## config.mk

```make
export PLATFORM = sky130hd
export DESIGN_NAME = sdcp_port
export DESIGN_NICKNAME = d
export VERILOG_FILES = /design/src/sdcp_pkg.sv /design/src/sdcp_port.sv /design/src/sdcp_sync.sv
export SDC_FILE = /design/constraint.sdc
export NUM_CORES = 1
export LEC_CHECK = 0
export BUFFER_PORTS_ARGS = -buffer_cell sky130_fd_sc_hd__buf_4
export CELL_PAD_IN_SITES_DETAIL_PLACEMENT = 0
export CELL_PAD_IN_SITES_GLOBAL_PLACEMENT = 1
export CORE_ASPECT_RATIO = 0.7
export CORE_MARGIN = 5
export CORE_UTILIZATION = 50
export CTS_CLUSTER_SIZE = 20
export DETAILED_ROUTE_END_ITERATION = 16
export PLACE_DENSITY = 0.84
export RECOVER_POWER = 50
export SLEW_MARGIN = 40
export SYNTH_ARGS = -nofsm -noshare
export SYNTH_HDL_FRONTEND = slang
export SYNTH_SLANG_ARGS = --single-unit
```

## constraint.sdc

```tcl
create_clock -name clk -period 6.1 [get_ports clk]
set_input_delay 0 -clock clk [delete_from_list [all_inputs] [get_ports clk]]
set_output_delay 0 -clock clk [all_outputs]
set_load 0.05 [all_outputs]
```

## src/sdcp_pkg.sv

```systemverilog
// Operation
// - shift one bit per serial clock rise
// - channel select bit shifted in first
// - word: code high, mode, channel lowest
// - channel bit picks channel a or b
// - mode 0: two independent delay paths
// - mode 1: input a through both channels
// - mode 1: output pair a held off
// - code picks 512 steps, 11 ps each
// - strobe high transparent, falling edge holds
// - held word ignores later serial activity
// - routing muxes driven by latched bits
package sdcp_pkg;

  // ---------------------------------------------------------------
  // word layout
  // ---------------------------------------------------------------
  localparam int WORD_W   = 11;
  localparam int CODE_W   = 9;
  localparam int CHAN_POS = 0;
  localparam int MODE_POS = 1;
  localparam int CODE_POS = 2;

  typedef struct packed {
    logic [CODE_W-1:0] code;
    logic              mode;
    logic              chan;
  } sdcp_word_t;

  // ---------------------------------------------------------------
  // delay scale
  // ---------------------------------------------------------------
  localparam int PS_W      = 13;
  localparam int SUM_W     = 14;
  localparam logic [PS_W-1:0] STEP_PS = 13'h00b;

  // ---------------------------------------------------------------
  // values after reset
  // ---------------------------------------------------------------
  localparam logic [WORD_W-1:0] WORD_RST = 11'h000;
  localparam logic [CODE_W-1:0] CODE_RST = 9'h000;

  // synchronised input bundle
  typedef struct packed {
    logic sclk;
    logic serial_bit_stream;
    logic strobe;
    logic gate_n;
    logic a_t;
    logic a_c;
    logic b_t;
    logic b_c;
  } sdcp_pins_t;

  localparam int PINS_W = 8;

endpackage : sdcp_pkg

```

## src/sdcp_port.sv

```systemverilog
`timescale 1ns/1ns
module sdcp_port (
  input  wire logic                          clk,
  input  wire logic                          rst,
  input  wire logic                          serial_shift_clk,
  input  wire logic                          serial_data_input,
  input  wire logic                          load_strobe,
  input  wire logic                          input_gate_n,
  input  wire logic                          input_pair_a_t,
  input  wire logic                          input_pair_a_c,
  input  wire logic                          input_pair_b_t,
  input  wire logic                          input_pair_b_c,
  output logic                               output_pair_a_t,
  output logic                               output_pair_a_c,
  output logic                               output_pair_b_t,
  output logic                               output_pair_b_c,
  output logic [sdcp_pkg::CODE_W-1:0]        delay_channel_a,
  output logic [sdcp_pkg::CODE_W-1:0]        delay_channel_b,
  output logic                               mode_select_bit,
  output logic [sdcp_pkg::PS_W-1:0]          delay_a_ps,
  output logic [sdcp_pkg::PS_W-1:0]          delay_b_ps,
  output logic [sdcp_pkg::SUM_W-1:0]         path_b_delay_ps
);

  // ---------------------------------------------------------------
  // input synchronisers
  // ---------------------------------------------------------------
  sdcp_pkg::sdcp_pins_t pins_raw;
  sdcp_pkg::sdcp_pins_t pins_s;

  assign pins_raw = '{sclk: serial_shift_clk, serial_bit_stream: serial_data_input,
                      strobe: load_strobe, gate_n: input_gate_n,
                      a_t: input_pair_a_t, a_c: input_pair_a_c,
                      b_t: input_pair_b_t, b_c: input_pair_b_c};

  sdcp_sync #(.W(sdcp_pkg::PINS_W)) u_sync (
    .clk (clk),
    .rst (rst),
    .d   (pins_raw),
    .q   (pins_s)
  );

  // ---------------------------------------------------------------
  // serial shift register
  // ---------------------------------------------------------------
  logic                              sclk_prev_q;
  logic                              sclk_rise;
  logic [sdcp_pkg::WORD_W-1:0]       sreg_q;
  logic [sdcp_pkg::WORD_W-1:0]       sreg_d;

  assign sclk_rise = pins_s.sclk & ~sclk_prev_q;

  always_comb begin
    sreg_d = sreg_q;
    if (sclk_rise) begin
      // new bits enter at the top so the first bit ends at the bottom
      sreg_d = {pins_s.serial_bit_stream, sreg_q[sdcp_pkg::WORD_W-1:1]};
    end
  end

  always_ff @(posedge clk or posedge rst) begin
    if (rst) begin
      sclk_prev_q <= 1'b0;
      sreg_q      <= sdcp_pkg::WORD_RST;
    end else begin
      sclk_prev_q <= pins_s.sclk;
      sreg_q      <= sreg_d;
    end
  end

  // ---------------------------------------------------------------
  // data latch
  // ---------------------------------------------------------------
  sdcp_pkg::sdcp_word_t              latch_q;
  sdcp_pkg::sdcp_word_t              latch_d;
  logic                              upd_q;
  logic [sdcp_pkg::CODE_W-1:0]       lat_code;
  logic                              lat_mode;
  logic                              lat_chan;

  assign lat_code = latch_q.code;
  assign lat_mode = latch_q.mode;
  assign lat_chan = latch_q.chan;

  always_comb begin
    latch_d = latch_q;
    if (pins_s.strobe) begin
      latch_d = sdcp_pkg::sdcp_word_t'(sreg_q);
    end
  end

  always_ff @(posedge clk or posedge rst) begin
    if (rst) begin
      latch_q <= sdcp_pkg::sdcp_word_t'(sdcp_pkg::WORD_RST);
      upd_q   <= 1'b0;
    end else begin
      latch_q <= latch_d;
      upd_q   <= pins_s.strobe;
    end
  end

  // ---------------------------------------------------------------
  // channel codes and mode
  // ---------------------------------------------------------------
  logic [sdcp_pkg::CODE_W-1:0]       code_a_d;
  logic [sdcp_pkg::CODE_W-1:0]       code_b_d;
  logic                              mode_d;

  always_comb begin
    code_a_d = delay_channel_a;
    code_b_d = delay_channel_b;
    mode_d   = mode_select_bit;
    if (upd_q) begin
      if (lat_chan) begin
        code_b_d = lat_code;
      end else begin
        code_a_d = lat_code;
      end
      mode_d = lat_mode;
    end
  end

  always_ff @(posedge clk or posedge rst) begin
    if (rst) begin
      delay_channel_a <= sdcp_pkg::CODE_RST;
      delay_channel_b <= sdcp_pkg::CODE_RST;
      mode_select_bit <= 1'b0;
    end else begin
      delay_channel_a <= code_a_d;
      delay_channel_b <= code_b_d;
      mode_select_bit <= mode_d;
    end
  end

  // ---------------------------------------------------------------
  // delay figures
  // ---------------------------------------------------------------
  logic [sdcp_pkg::PS_W-1:0]         dly_a_d;
  logic [sdcp_pkg::PS_W-1:0]         dly_b_d;
  logic [sdcp_pkg::SUM_W-1:0]        path_d;

  always_comb begin
    dly_a_d = sdcp_pkg::PS_W'(delay_channel_a) * sdcp_pkg::STEP_PS;
    dly_b_d = sdcp_pkg::PS_W'(delay_channel_b) * sdcp_pkg::STEP_PS;
    if (mode_select_bit) begin
      path_d = sdcp_pkg::SUM_W'(dly_a_d) + sdcp_pkg::SUM_W'(dly_b_d);
    end else begin
      path_d = sdcp_pkg::SUM_W'(dly_b_d);
    end
  end

  always_ff @(posedge clk or posedge rst) begin
    if (rst) begin
      delay_a_ps      <= '0;
      delay_b_ps      <= '0;
      path_b_delay_ps <= '0;
    end else begin
      delay_a_ps      <= dly_a_d;
      delay_b_ps      <= dly_b_d;
      path_b_delay_ps <= path_d;
    end
  end

  // ---------------------------------------------------------------
  // signal routing
  // ---------------------------------------------------------------
  logic oa_t_d;
  logic oa_c_d;
  logic ob_t_d;
  logic ob_c_d;

  always_comb begin
    // idle pair: true low, complement high
    oa_t_d = 1'b0;
    oa_c_d = 1'b1;
    ob_t_d = 1'b0;
    ob_c_d = 1'b1;
    // gate high blocks inputs during loading
    if (!pins_s.gate_n) begin
      if (mode_select_bit) begin
        ob_t_d = pins_s.a_t;
        ob_c_d = pins_s.a_c;
      end else begin
        oa_t_d = pins_s.a_t;
        oa_c_d = pins_s.a_c;
        ob_t_d = pins_s.b_t;
        ob_c_d = pins_s.b_c;
      end
    end
  end

  always_ff @(posedge clk or posedge rst) begin
    if (rst) begin
      output_pair_a_t <= 1'b0;
      output_pair_a_c <= 1'b1;
      output_pair_b_t <= 1'b0;
      output_pair_b_c <= 1'b1;
    end else begin
      output_pair_a_t <= oa_t_d;
      output_pair_a_c <= oa_c_d;
      output_pair_b_t <= ob_t_d;
      output_pair_b_c <= ob_c_d;
    end
  end
endmodule : sdcp_port

```

## src/sdcp_sync.sv

```systemverilog
`timescale 1ns/1ns
module sdcp_sync #(
  parameter int W = 1
) (
  input  wire logic         clk,
  input  wire logic         rst,
  input  wire logic [W-1:0] d,
  output logic      [W-1:0] q
);
  logic [W-1:0] meta_q;

  always_ff @(posedge clk or posedge rst) begin
    if (rst) begin
      meta_q <= '0;
      q      <= '0;
    end else begin
      meta_q <= d;
      q      <= meta_q;
    end
  end

endmodule : sdcp_sync
```

* Word level (Yosys, flattened, before mapping)
Cells that the tools add are included.
** Cells by class
- Add/sub/neg operators :: 1
- $mul :: 2
- Muxes and demuxes :: 9
- Bitwise gates (word level) :: 3
- Reductions and logical operators :: 2
** Operators by type and width (number)
- 9-bit by 4-bit multiplier with 13-bit output, second input constant :: 2
- 13-bit by 13-bit adder with 14-bit output :: 1
- 14-bit two-way mux :: 1
- 1-bit two-way mux :: 8
- 2-bit AND reduction :: 2
- 1-bit NOT :: 2
- 1-bit AND :: 1
** Storage, ports and cells
- Bits in registers :: 103
- Output and inout port bits :: 63

* Logic depth before layout (Yosys ltp)
- Word-level depth :: 3
- Gate-level depth with buffers :: 17
- Gate-level depth less buffers :: 17

* Modules after synthesis
Synthesis repeated with hierarchy kept, for this count alone.
** Unflattened totals
- Cells, all modules :: 408
- Area total of the unflattened synthesis :: 5262.5 µm²
** By module, submodules not included
- sdcp_port :: times used 1, cells an instance 391, area each 4858.4 µm²
- sdcp_sync :: times used 1, cells an instance 17, area each 404.1 µm²

* Worst setup path after synthesis
Ideal clock, no wire load.
- Path kind :: register to register
- From :: register delay_channel_a[3] (netlist name)
- To :: register path_b_delay_ps[9] (netlist name)
- Library setup time :: 125 ps
- Arrival time :: 3789 ps
- Required time :: 5975 ps
- Setup slack :: 2185 ps
- Cell stages (with the launch flop) :: 16
- Path buffers :: 0
- Cells stage by stage :: dfrtp_1 ha_1 fa_1 ha_1 a21o_1 a21oi_1 o21bai_1 a21oi_1 xnor2_1 ha_1 a211oi_1 nand2_1 o22ai_1 xnor2_1 nand2_1 xnor2_1
** Between the ends
- Longest elaborated chain between the ends :: 3
** RTL lines
- start: declaration :: RTL line sdcp_port.sv:17 : output logic [sdcp_pkg::CODE_W-1:0] delay_channel_a,
- start signal: assignment :: RTL line sdcp_port.sv:125 : delay_channel_a <= sdcp_pkg::CODE_RST;
- start signal: assignment :: RTL line sdcp_port.sv:129 : delay_channel_a <= code_a_d;
- 9-bit by 4-bit multiplier with 13-bit output :: RTL line sdcp_port.sv:143 : dly_a_d = sdcp_pkg::PS_W'(delay_channel_a) * sdcp_pkg::STEP_PS;
- net dly_a_d, one bit :: RTL line sdcp_port.sv:138 : logic [sdcp_pkg::PS_W-1:0] dly_a_d;
- 13-bit by 13-bit adder with 14-bit output :: RTL line sdcp_port.sv:146 : path_d = sdcp_pkg::SUM_W'(dly_a_d) + sdcp_pkg::SUM_W'(dly_b_d);
- 14-bit two-way mux :: RTL line sdcp_port.sv:145 : if (mode_select_bit) begin
- net path_d, one bit :: RTL line sdcp_port.sv:140 : logic [sdcp_pkg::SUM_W-1:0] path_d;
- end signal: assignment :: RTL line sdcp_port.sv:160 : path_b_delay_ps <= path_d;
- end: declaration :: RTL line sdcp_port.sv:22 : output logic [sdcp_pkg::SUM_W-1:0] path_b_delay_ps
The timed path passes the listed nets, and every way through them passes these cells.
A chain may end at the register's enable or synchronous reset.

* Final worst setup path
- From :: register delay_channel_a[1] (netlist name)
- To :: register path_b_delay_ps[9] (netlist name)
Same word-level chain as after synthesis.

==> flow_summary.json <==
{
  "status": "complete, but fails checks",
  "violations": "capacitance limit, slew limit",
  "fmax_mhz": 245,
  "ys_seq_area_share_pct": 49.1,
  "path_cells": "ha_1, fa_1, ha_1, a21o_1, a21oi_1, o21bai_1, a21oi_1, xnor2_1, ha_1, a211oi_1, nand2_1, o22ai_1, xnor2_1, nand2_1, xnor2_1",
  "antennaDiodeCount": 0,
  "synth_flop_cell": "dfrtp_1",
  "final_nets": 582,
  "slew_violations": 47,
  "grt_max_degree": 59,
  "synth_cell_types": 47,
  "clock_sinks": 103,
  "synthCells": 416,
  "drive_gt1_share_pct": 16.2,
  "totalWireLength_mm": 9.78,
  "dieArea_um2": 12700,
  "worstSetupPathType": "reg2reg",
  "synth_nets": 496,
  "initial_utilization_pct": 50.9,
  "setup_viol": 0,
  "overflow": 0,
  "critPathMaxFanout": 5,
  "ios": 73,
  "netlist_area_um2": 5250,
  "num_vias": 3239,
  "synth_edf_count": 0,
  "avgSynthCellArea_um2": 12.6,
  "worstPathRequired_ns": 6.32,
  "firstDrtPassIters": 4,
  "cts_inserted_buffers": 9,
  "nFillCells": 901,
  "syn2layout_area_growth_pct": 15.6,
  "hp-start": "input_pair_a_t",
  "grt_usage_pct": 16.7,
  "wl_per_cell_um": 15.3,
  "min_to": "u_sync.meta_q[3]",
  "core_area_um2": 10300,
  "ys_async_sr_fraction_pct": 100,
  "r2r_end": "path_b_delay_ps[9]",
  "die_w_um": 133,
  "fin_skew_ns": 0.00463,
  "cts_tree": "yes",
  "rows": 31,
  "dpl.hpwl_mm": 7.46,
  "hold_depth": 2,
  "timing.max_cap.violations": 1,
  "cts_buffer_depth": 2,
  "fin_crit_sh_pct": 66.8,
  "port-buffer-count": 72,
  "ys_ff_latch": 103,
  "ant_nets": 0,
  "h-tree-depth": 3,
  "cp_slowest_cell": "fa_1",
  "start_kind": "register",
  "rsz0062_at_grt": "false",
  "finalCriticalPeriod_ns": 4.08,
  "final_cell_area_um2": 6070,
  "worst_hold_path_type": "in2reg",
  "max_stage_delay_ns": 0.49,
  "clk-insertion-delay-late_ns": 0.34,
  "worstSetupEndpointType": "register",
  "grt_pass1_wl_mm": 16.8,
  "vias_per_cell": 5.08,
  "multi_input_area_um2": 2460,
  "yosys_warnings": 0,
  "place.gp.congestion": 0.809,
  "finalHoldViolCount": 0,
  "drc_errors": 0,
  "worst_pin_slew_ns": 1.93,
  "antenna_found_initial": 0,
  "ff_latch_area_um2": 2580,
  "die_h_um": 95.8,
  "final.setup.tns_ns": 0,
  "grt_pass1_vias": 3363,
  "clockRootBuffer": "clkbuf_16",
  "r2r_cells": 15,
  "worst_r2r_startpoint": "delay_channel_a[1]",
  "r2r_setup_slack_ns": 2.02,
  "worstPathArrival_ns": 4.30,
  "slew_headroom_pct": -29.3,
  "dr.first_iter.drc_count": 170,
  "placed_area_um2": 5940,
  "path_clk_slew_ns": 0.06
}
[synthesized netlist by cell type, drive strengths merged, types with 2 or more instances]
cell | instances | share of area [%]
a211oi | 3 | 0.43
fa | 13 | 5.0
ha | 57 | 14
a21o | 5 | 0.71
nor2b | 6 | 0.71
xor2 | 6 | 1.1
o22ai | 3 | 0.48
mux2i | 2 | 0.38
dfstp | 2 | 1.0
buf | 3 | 0.36
o21ai | 13 | 1.2
xnor2 | 22 | 4.0
nor3 | 2 | 0.19
nand2 | 11 | 0.83
inv | 47 | 3.4
dfrtp | 101 | 48
nor2 | 13 | 0.93
nand2b | 10 | 1.2
o21bai | 2 | 0.29
nand3 | 4 | 0.38
clkbuf | 4 | 0.29
mux2 | 46 | 9.9
o21a | 4 | 0.57
a21oi | 20 | 2.0
o31ai | 2 | 0.55
nor4 | 2 | 0.24
[cell families (layout without fill, tap and decap cells)]
| family | after synthesis | after routing | synth area share, % |
|---|---|---|---|
| fa+ha+maj | 70 | 70 | 18.5 |
| buf+inv | 54 | 144 | 4.00 |
| simple gates | 51 | 51 | 4.86 |
| flops | 103 | 103 | 49.1 |
| mux | 48 | 48 | 10.2 |
| compound gates | 62 | 62 | 8.08 |
| xor+xnor | 28 | 28 | 5.17 |
[state kept, by name, indices dropped and copies added (netlist names)]
signal           cells
mode_select_bit      1
delay_channel_a      9
u_sync.q             8
path_b_delay_ps     14
sreg_q              11
delay_a_ps          13
lat_mode             1
lat_chan             1
output_pair_b_c      1
upd_q                1
delay_b_ps          13
u_sync.meta_q        8
lat_code             9
sclk_prev_q          1
output_pair_b_t      1
delay_channel_b      9
output_pair_a_t      1
output_pair_a_c      1
[through the flow]
stage               instances  setup WS, ns  utilization (%)  hold slack, ns
global placement          614          2.18             57.5          0.0863
finish                    638          2.02             58.8           0.329
detailed placement        614          2.08             57.5           0.104
global route              638          1.83             58.8           0.319
CTS                       638          2.06             61.1           0.296
floorplan                 416          2.19                -          0.0314
[metal layers]
metal,track usage [%],part of all wire (%),wire [um]
met5,0,0,0
met4,5.80,1.7,166
met3,4.70,4.9,484
met2,26.4,45,4390
met1,22.6,48,4740
[layout by cell type (no fill, tap or decap), drive strengths merged, types with 3 or more instances in the layout]
cell,count
o21ai,13
o22ai,3
dlygate4sd3,9
mux2,46
xor2,6
nand3,4
xnor2,22
inv,46
a21o,5
dfrtp,101
clkbuf,84
nor2b,6
a211oi,3
o21a,4
nor2,13
a21oi,20
nand2b,10
nand2,11
fa,13
ha,57
[what timing repair did]
action / in CTS / in global routing
gates resized for setup: 0 / 0
buffers inserted: 0 / 0
hold buffers: 9 / 0
endpoints found under the hold margin: 53 / 0
[how the worst max path moves through the flow]
stage                                   from  slack (ns)                   to  cells past startpoint
after floorplan           delay_channel_a[3]        2.19   path_b_delay_ps[9]                     15
after global placement    delay_channel_b[3]        2.18   path_b_delay_ps[9]                     16
after detailed placement  delay_channel_a[1]        2.08   path_b_delay_ps[9]                     15
after CTS                 delay_channel_a[1]        2.06   path_b_delay_ps[9]                     15
after global routing      delay_channel_a[1]        1.83  path_b_delay_ps[11]                     15
final                     delay_channel_a[1]        2.02   path_b_delay_ps[9]                     15
[worst max-delay path, delay by kind of cell, from the launching register on]
| family | cells | cell delay, ns |
|---|---|---|
| adders and majority gates | 4 | 1.52 |
| AOI/OAI and AO/OA | 6 | 1.29 |
| xor gates and xnor gates | 3 | 0.57 |
| DFF | 1 | 0.43 |
| and+or+nand+nor | 2 | 0.16 |
[layout make-up]
type / instances / share of cell area [%]
Multi-Input combinational cell: 259 / 40.6
Clock buffer: 13 / 4.29
Clock inverter: 2 / 0.268
Timing Repair Buffer: 82 / 6.68
Tap cell: 132 / 2.72
Inverter: 47 / 2.93
Sequential cell: 103 / 42.5
Power is not shown: default switching activity piles up to over one toggle a cycle in this logic, so the estimate is an artifact.
